File: src/hw/cbsw_pkg.sv
// Package of constants and types for the bus status and wait block
package cbsw_pkg;

  // ----------------------------------------------------------------
  // Bus cycle status codes
  // ----------------------------------------------------------------
  localparam logic [3:0] CBSW_ST_INACTIVE  = 4'h0;
  localparam logic [3:0] CBSW_ST_WAIT_INSN = 4'h1;
  localparam logic [3:0] CBSW_ST_RESERVED  = 4'h2;
  localparam logic [3:0] CBSW_ST_SLV_WAIT  = 4'h3;
  localparam logic [3:0] CBSW_ST_IACK_MST  = 4'h4;
  localparam logic [3:0] CBSW_ST_IACK_CAS  = 4'h5;
  localparam logic [3:0] CBSW_ST_EOI_MST   = 4'h6;
  localparam logic [3:0] CBSW_ST_EOI_CAS   = 4'h7;
  localparam logic [3:0] CBSW_ST_FETCH_SEQ = 4'h8;
  localparam logic [3:0] CBSW_ST_FETCH_NSQ = 4'h9;
  localparam logic [3:0] CBSW_ST_DATA      = 4'hA;
  localparam logic [3:0] CBSW_ST_SLV_OPND  = 4'hD;
  localparam logic [3:0] CBSW_ST_SLV_STAT  = 4'hE;
  localparam logic [3:0] CBSW_ST_SLV_ID    = 4'hF;

  // ----------------------------------------------------------------
  // Widths and reset values
  // ----------------------------------------------------------------
  localparam int         CBSW_ADDR_W      = 24;
  localparam int         CBSW_UPPER_LSB   = 16;
  localparam int         CBSW_UPPER_W     = 8;
  localparam logic [7:0] CBSW_UPPER_RST   = 8'h00;
  localparam logic [3:0] CBSW_STATUS_RST  = 4'h0;
  localparam logic [1:0] CBSW_WCNT_ZERO   = 2'h0;
  localparam logic [1:0] CBSW_SYNC_RST    = 2'h3;
  localparam logic       CBSW_PIN_RST     = 1'b1;
  localparam logic       CBSW_HBE_N_RST   = 1'b1;
  localparam logic [1:0] CBSW_TW_RST      = 2'h0;

  // Bus cycle phase (T-state) machine
  typedef enum logic [4:0] {
    CBSW_T_IDLE = 5'h01,
    CBSW_T_1    = 5'h02,
    CBSW_T_2    = 5'h04,
    CBSW_T_WAIT = 5'h08,
    CBSW_T_3    = 5'h10
  } cbsw_tstate_t;

endpackage : cbsw_pkg

File: src/hw/cbsw_top.sv
// Bus cycle status, upper address, wait insertion and NMI edge capture
`timescale 1ns/10ps
module cbsw_top (
  // Clock, reset, enable
  input  wire logic        i_clk,
  input  wire logic        i_rst_n,
  input  wire logic        i_ce,
  // Core side: bus cycle request
  input  wire logic        i_cyc_start,
  input  wire logic [3:0]  i_cyc_code,
  input  wire logic [23:0] i_cyc_addr,
  input  wire logic        i_cyc_hi_lane,
  input  wire logic [3:0]  i_idle_code,
  // Core side: cycle progress and NMI
  output logic             o_cyc_busy,
  output logic             o_cyc_done,
  output logic             o_nmi_req,
  input  wire logic        i_nmi_clr,
  // System pins
  input  wire logic        i_nmi_n,
  input  wire logic        i_continuous_wait_in_n,
  input  wire logic [1:0]  i_wait_count_in_n,
  output logic [7:0]       o_upper_address_out,
  output logic             o_high_byte_lane_enable_n,
  output logic [3:0]       o_bus_cycle_status_code,
  output logic [1:0]       o_tstate_wait
);

  cbsw_pkg::cbsw_tstate_t st_r;
  cbsw_pkg::cbsw_tstate_t st_nxt;

  logic       nmi_lvl;
  logic       cw_lvl;
  logic [1:0] wc_lvl;
  logic       nmi_prev_r;
  logic [1:0] wcnt_r;
  logic [1:0] wcnt_nxt;

  // ----------------------------------------------------------------
  // Pin synchronisers
  // ----------------------------------------------------------------
  // Each pin passes three stages; all reset to the inactive high level
  cbsw_sync #(.RST_VAL(1'b1)) u_sync_nmi (
    .i_clk   (i_clk),
    .i_rst_n (i_rst_n),
    .i_ce    (i_ce),
    .i_pin   (i_nmi_n),
    .o_level (nmi_lvl)
  );

  cbsw_sync #(.RST_VAL(1'b1)) u_sync_cw (
    .i_clk   (i_clk),
    .i_rst_n (i_rst_n),
    .i_ce    (i_ce),
    .i_pin   (i_continuous_wait_in_n),
    .o_level (cw_lvl)
  );

  genvar gi;
  generate
    for (gi = 0; gi < 2; gi++) begin : g_wsync
      cbsw_sync #(.RST_VAL(1'b1)) u_sync_wc (
        .i_clk   (i_clk),
        .i_rst_n (i_rst_n),
        .i_ce    (i_ce),
        .i_pin   (i_wait_count_in_n[gi]),
        .o_level (wc_lvl[gi])
      );
    end
  endgenerate

  // ----------------------------------------------------------------
  // Decode
  // ----------------------------------------------------------------
  // Wait count pins are active low; inverted value is the binary count
  wire [1:0] wait_count_val = ~wc_lvl;
  wire       continuous_wait_in_low      = ~cw_lvl;
  wire       nmi_fall       = nmi_prev_r & ~nmi_lvl;
  // Reserved idle code never leaves the pins; shown as inactive
  wire [3:0] idle_safe      = (i_idle_code == cbsw_pkg::CBSW_ST_RESERVED) ?
                              cbsw_pkg::CBSW_ST_INACTIVE : i_idle_code;
  wire       in_t2          = (st_r == cbsw_pkg::CBSW_T_2);
  wire       in_tw          = (st_r == cbsw_pkg::CBSW_T_WAIT);
  wire       cnt_left       = (wcnt_r != cbsw_pkg::CBSW_WCNT_ZERO);
  wire       hold_wait      = continuous_wait_in_low | cnt_left;
  // Upper address byte taken with the request; phase flags for the core
  wire [7:0] upper_sel      = i_cyc_addr[cbsw_pkg::CBSW_UPPER_LSB +:
                                         cbsw_pkg::CBSW_UPPER_W];
  wire [1:0] tstate_nxt     = {in_tw, in_t2};

  // ----------------------------------------------------------------
  // T-state sequencing: T1, T2, waits, T3
  // ----------------------------------------------------------------
  // The count pins are latched once, at the end of T1, since their
  // synchronisers lag by several cycles; count and continuous wait
  // overlap, so the longer of the two sets the number of waits
  always_comb begin
    st_nxt   = st_r;
    wcnt_nxt = wcnt_r;
    unique case (st_r)
      cbsw_pkg::CBSW_T_IDLE: begin
        if (i_cyc_start) begin
          st_nxt = cbsw_pkg::CBSW_T_1;
        end
      end
      cbsw_pkg::CBSW_T_1: begin
        st_nxt   = cbsw_pkg::CBSW_T_2;
        wcnt_nxt = wait_count_val;
      end
      cbsw_pkg::CBSW_T_2: begin
        if (continuous_wait_in_low || wcnt_r != cbsw_pkg::CBSW_WCNT_ZERO) begin
          st_nxt = cbsw_pkg::CBSW_T_WAIT;
          if (cnt_left) begin
            wcnt_nxt = wcnt_r - 2'h1;
          end
        end else begin
          st_nxt = cbsw_pkg::CBSW_T_3;
        end
      end
      cbsw_pkg::CBSW_T_WAIT: begin
        if (hold_wait) begin
          if (cnt_left) begin
            wcnt_nxt = wcnt_r - 2'h1;
          end
        end else begin
          st_nxt = cbsw_pkg::CBSW_T_3;
        end
      end
      cbsw_pkg::CBSW_T_3: begin
        st_nxt = cbsw_pkg::CBSW_T_IDLE;
      end
      default: begin
        st_nxt = cbsw_pkg::CBSW_T_IDLE;
      end
    endcase
  end

  // State and wait counter registers
  always_ff @(posedge i_clk or negedge i_rst_n) begin
    if (!i_rst_n) begin
      st_r   <= cbsw_pkg::CBSW_T_IDLE;
      wcnt_r <= cbsw_pkg::CBSW_WCNT_ZERO;
    end else if (i_ce) begin
      st_r   <= st_nxt;
      wcnt_r <= wcnt_nxt;
    end
  end

  // ----------------------------------------------------------------
  // NMI edge capture; edge sets over a same-cycle clear
  // ----------------------------------------------------------------
  // A held low level yields no second request: the pin must go high
  // and pass its synchroniser again before another edge is seen
  always_ff @(posedge i_clk or negedge i_rst_n) begin
    if (!i_rst_n) begin
      nmi_prev_r <= cbsw_pkg::CBSW_PIN_RST;
      o_nmi_req  <= 1'b0;
    end else if (i_ce) begin
      nmi_prev_r <= nmi_lvl;
      if (nmi_fall) begin
        o_nmi_req <= 1'b1;
      end else if (i_nmi_clr) begin
        o_nmi_req <= 1'b0;
      end
    end
  end

  // ----------------------------------------------------------------
  // Bus outputs: status, upper address, high byte enable
  // ----------------------------------------------------------------
  wire st_start = (st_r == cbsw_pkg::CBSW_T_IDLE) & i_cyc_start;
  wire st_end   = (st_r == cbsw_pkg::CBSW_T_3);

  // The upper address is left standing between cycles; only the status
  // code and the byte enable return to their idle values
  always_ff @(posedge i_clk or negedge i_rst_n) begin
    if (!i_rst_n) begin
      o_bus_cycle_status_code   <= cbsw_pkg::CBSW_STATUS_RST;
      o_upper_address_out       <= cbsw_pkg::CBSW_UPPER_RST;
      o_high_byte_lane_enable_n <= cbsw_pkg::CBSW_HBE_N_RST;
    end else if (i_ce) begin
      if (st_start) begin
        // Codes 4..7, 8..A, D..F pass through from the core
        o_bus_cycle_status_code   <= i_cyc_code;
        o_upper_address_out       <= upper_sel;
        o_high_byte_lane_enable_n <= ~i_cyc_hi_lane;
      end else if (st_r == cbsw_pkg::CBSW_T_IDLE || st_end) begin
        o_bus_cycle_status_code   <= idle_safe;
        o_high_byte_lane_enable_n <= 1'b1;
      end
    end
  end

  // Cycle progress flags for the core
  // A start held while busy is refused; busy follows the next state
  always_ff @(posedge i_clk or negedge i_rst_n) begin
    if (!i_rst_n) begin
      o_cyc_busy    <= 1'b0;
      o_cyc_done    <= 1'b0;
      o_tstate_wait <= cbsw_pkg::CBSW_TW_RST;
    end else if (i_ce) begin
      o_cyc_busy    <= (st_nxt != cbsw_pkg::CBSW_T_IDLE);
      o_cyc_done    <= (st_nxt == cbsw_pkg::CBSW_T_3);
      o_tstate_wait <= tstate_nxt;
    end
  end

endmodule : cbsw_top

File: src/hw/cbsw_sync.sv
// Three-stage pin synchroniser with agreement of the last two stages
`timescale 1ns/10ps
module cbsw_sync #(
  parameter logic RST_VAL = 1'b1
) (
  // Clock and reset
  input  wire logic i_clk,
  input  wire logic i_rst_n,
  input  wire logic i_ce,
  // Pin and filtered level
  input  wire logic i_pin,
  output logic      o_level
);

  logic s1_r;
  logic s2_r;
  logic s3_r;

  // ----------------------------------------------------------------
  // Shift chain; level changes only when stages two and three agree
  // ----------------------------------------------------------------
  always_ff @(posedge i_clk or negedge i_rst_n) begin
    if (!i_rst_n) begin
      s1_r    <= RST_VAL;
      s2_r    <= RST_VAL;
      s3_r    <= RST_VAL;
      o_level <= RST_VAL;
    end else if (i_ce) begin
      s1_r <= i_pin;
      s2_r <= s1_r;
      s3_r <= s2_r;
      if (s2_r == s3_r) begin
        o_level <= s3_r;
      end
    end
  end

endmodule : cbsw_sync

File: config.mk
export PLATFORM = sky130hd
export DESIGN_NAME = cbsw_top
export DESIGN_NICKNAME = d
export VERILOG_FILES = /design/src/hw/cbsw_pkg.sv /design/src/hw/cbsw_top.sv /design/src/hw/cbsw_sync.sv
export SDC_FILE = /design/constraint.sdc
export NUM_CORES = 1
export LEC_CHECK = 0
export ABC_AREA = 1
export BUFFER_PORTS_ARGS = -buffer_cell sky130_fd_sc_hd__buf_2
export CAP_MARGIN = 0
export CORE_MARGIN = 8
export CORE_UTILIZATION = 54
export CTS_CLUSTER_DIAMETER = 200
export DETAILED_ROUTE_END_ITERATION = 12
export PLACE_DENSITY = 0.83
export SLEW_MARGIN = 40
export SYNTH_ARGS = -nofsm -noshare
export SYNTH_HDL_FRONTEND = slang
export SYNTH_HIERARCHICAL = 1
export SYNTH_SLANG_ARGS = --single-unit
File: constraint.sdc
create_clock -name i_clk -period 2.3 [get_ports i_clk]
set_input_delay 0.115 -clock i_clk [delete_from_list [all_inputs] [get_ports i_clk]]
set_output_delay 0.115 -clock i_clk [all_outputs]
set_load 0.1 [all_outputs]
==> results.json <==
{
  "area_growth_syn_to_layout_pct": 22.1,
  "setup_viol": 0,
  "synth_xor_area_share_pct": 0,
  "coreArea_sq_um": 3580,
  "fin_skew_ns": 0.00667,
  "grt_pass1_wl_um": 7010,
  "grt.overflow.total": 0,
  "htreeDepth": 2,
  "worstSetupPathType": "flip-flop to flip-flop",
  "cts_setup_buffers": 0,
  "busiest_layer": "met2",
  "synth-main-ff-cell": "dfrtp_1",
  "worst_skew_pair.late_latency_ns": 0.34,
  "slew_headroom_pct": 66.6,
  "synth_compound_area_share_pct": 8.86,
  "antenna_found_initial": 0,
  "clkSlewWorstSetupHoldPaths_ns": 0.11,
  "timing.fmax_mhz": 672,
  "wire_per_inst_um": 11.6,
  "grt.met2_usage_pct": 23.5,
  "syn_nets": 276,
  "initial_utilization_pct": 54.9,
  "place_inst": 322,
  "cts_tree": "done",
  "vias": 1643,
  "firstDrtPassIters": 4,
  "pin_count": 60,
  "async_reset_ff_share_pct": 100,
  "syn_avg_cell_area_sq_um": 8.43,
  "drc_errors": 0,
  "status": "complete, no violations",
  "yosysSeqAreaShare_pct": 54.7,
  "root_buffer": "clkbuf_4",
  "drv_cap": 0,
  "drt_iter0_markers": 79,
  "rsz0062_at_grt": "no",
  "ys_types": 28,
  "finalPower_mw": 3.20,
  "ctsLongestPathBuffers": 2,
  "die_area_sq_um": 5820,
  "synth_edf_count": 0,
  "synth_mux_area_share_pct": 0,
  "hpwl_um": 2700,
  "dpl_cell_area_sq_um": 2230,
  "cp-end-kind": "flip-flop",
  "irDropWorstVdd_mv": 0.520,
  "critPathRequiredTime_ns": 2.54,
  "layout_common_cells": "92 x nand2_1, 42 x buf_2, 26 x inv_1",
  "layout_commonest_cell": "nand2_1",
  "fin_ws_ns": 0.813,
  "wirelength_um": 3970,
  "power_density_nw_per_um2": 1340,
  "layout.cells.non_filler": 343,
  "netlist_area_sq_um": 1960,
  "finalHoldViolCount": 0,
  "fin_util_pct": 67.0,
  "worstPathArrival_ns": 1.72,
  "grt_usage_pct": 14.3,
  "synth_top_family_by_area": "simple AND/OR/NAND/NOR gates",
  "die_w_um": 76.3,
  "ant_nets": 0,
  "worst-path-max-fanout": 10,
  "grt_max_degree": 51,
  "port_buffers": 43,
  "cts.sinks": 42,
  "hold_class": "input pin to flip-flop",
  "syn_inst": 233,
  "cp-start-kind": "flip-flop",
  "hold-worst-slack_ns": 0.0253,
  "ctsResizeCount": 0,
  "nNetsFinal": 336,
  "drv_slew": 0,
  "yosys.area_share.simple_pct": 28.4,
  "ys_warn_count": 6,
  "die_y_um": 76.3,
  "ys_ff_latch": 42,
  "fp-row-count": 22,
  "fin_crit_ns": 1.49,
  "grt_use_met1_pct": 16.4,
  "grt_pass1_vias": 1667,
  "place_congestion": 0.773,
  "setup-tns-final_ns": 0,
  "cts_buffers": 5,
  "fin_area_sq_um": 2400,
  "drive_gt1_share_pct": 26.9,
  "leakage_nw": 1.27,
  "synthAdderAreaFrac_pct": 0.637,
  "worstMarginPinSlew_ns": 0.501,
  "place_ws_ns": 0.854,
  "use_met3_pct": 5.07,
  "finalCritPeriodShare_pct": 64.7,
  "via_per_inst": 4.79
}
==> logic make-up (layout without fill, tap and decap cells) <==
group | count (synthesis) | in the layout
flops | 42 | 42
fa+ha+maj | 1 | 1
buf+inv | 35 | 96
other cells | 0 | 1
compound gates | 28 | 28
simple gates | 127 | 127
==> routing by layer <==
metal / share of wire (%) / wire [um] / vias up
li1: - / - / 854
met1: 46 / 1820 / 738
met2: 46 / 1840 / 41
met3: 5.7 / 225 / 10
met4: 2.3 / 90 / 0
met5: 0 / 0 / -
==> power by group <==
| group | switching, mW | leakage [nW] | internal (mW) |
|---|---|---|---|
| Combinational | 1.41 | 0.745 | 0.335 |
| Sequential | 0.125 | 0.495 | 0.996 |
| Clock | 0.213 | 0.0266 | 0.122 |
==> final timing paths <==
path / startpoint / cells after the start / endpoint / slack (ns)
max: st_r[0] / 7 / o_upper_address_out[0] / 0.81
min: i_cyc_code[0] / 3 / o_bus_cycle_status_code[0] / 0.03
max reg2reg: st_r[0] / 7 / o_upper_address_out[0] / 0.81
min reg2reg: o_high_byte_lane_enable_n / 2 / o_high_byte_lane_enable_n / 0.47
max in group asynchronous: i_rst_n / 2 / u_sync_cw/o_level / 1.65
min in group asynchronous: i_rst_n / 2 / o_tstate_wait[1] / 0.28
==> worst max-delay path: stages (launching register included) <==
cell     delay, ns
dfstp_2       0.56
inv_1         0.08
nor2_4        0.13
nand4_4       0.18
inv_4         0.17
nand2_4       0.10
nand2_1       0.10
nand2_1       0.06
==> area by class of cell <==
| cell class | instances | area, sq um |
|---|---|---|
| inverters | 32 | 123 |
| diodes | 1 | 2.50 |
| clock buffers | 8 | 48.8 |
| fillers | 308 | 1180 |
| well taps | 48 | 60.1 |
| flip-flops and latches | 42 | 1070 |
| repair buffers | 56 | 345 |
| multi-input cells | 156 | 743 |
==> sequential cells by signal, indices dropped and copies added, names as in the netlist, 2 cells and up <==
register                   cells
g_wsync.u_sync_wc/o_level      2
g_wsync.u_sync_wc/s1_r         2
g_wsync.u_sync_wc/s2_r         2
g_wsync.u_sync_wc/s3_r         2
o_bus_cycle_status_code        4
o_tstate_wait                  2
o_upper_address_out            8
st_r                           5
wcnt_r                         2
==> cell usage after synthesis, types with 2 or more instances <==
cell / count / area share, %
o31ai_1: 2 / 0.76
nand3_2: 2 / 1.0
nand3_1: 14 / 3.6
nor2_1: 11 / 2.1
o21ai_0: 13 / 3.3
o211ai_1: 4 / 1.5
dfrtp_1: 23 / 29
nor2_4: 2 / 1.1
dfstp_2: 19 / 25
nand2_1: 92 / 18
inv_1: 26 / 5.0
a21oi_1: 5 / 1.3
nand4_1: 2 / 0.64
clkinv_1: 4 / 0.76
==> timing repair <==
item	CTS	global route
hold endpoints to repair	34	0
hold buffers	12	0
endpoints found under the setup margin	0	0
Note: power is estimated with default switching activity, not from simulation.
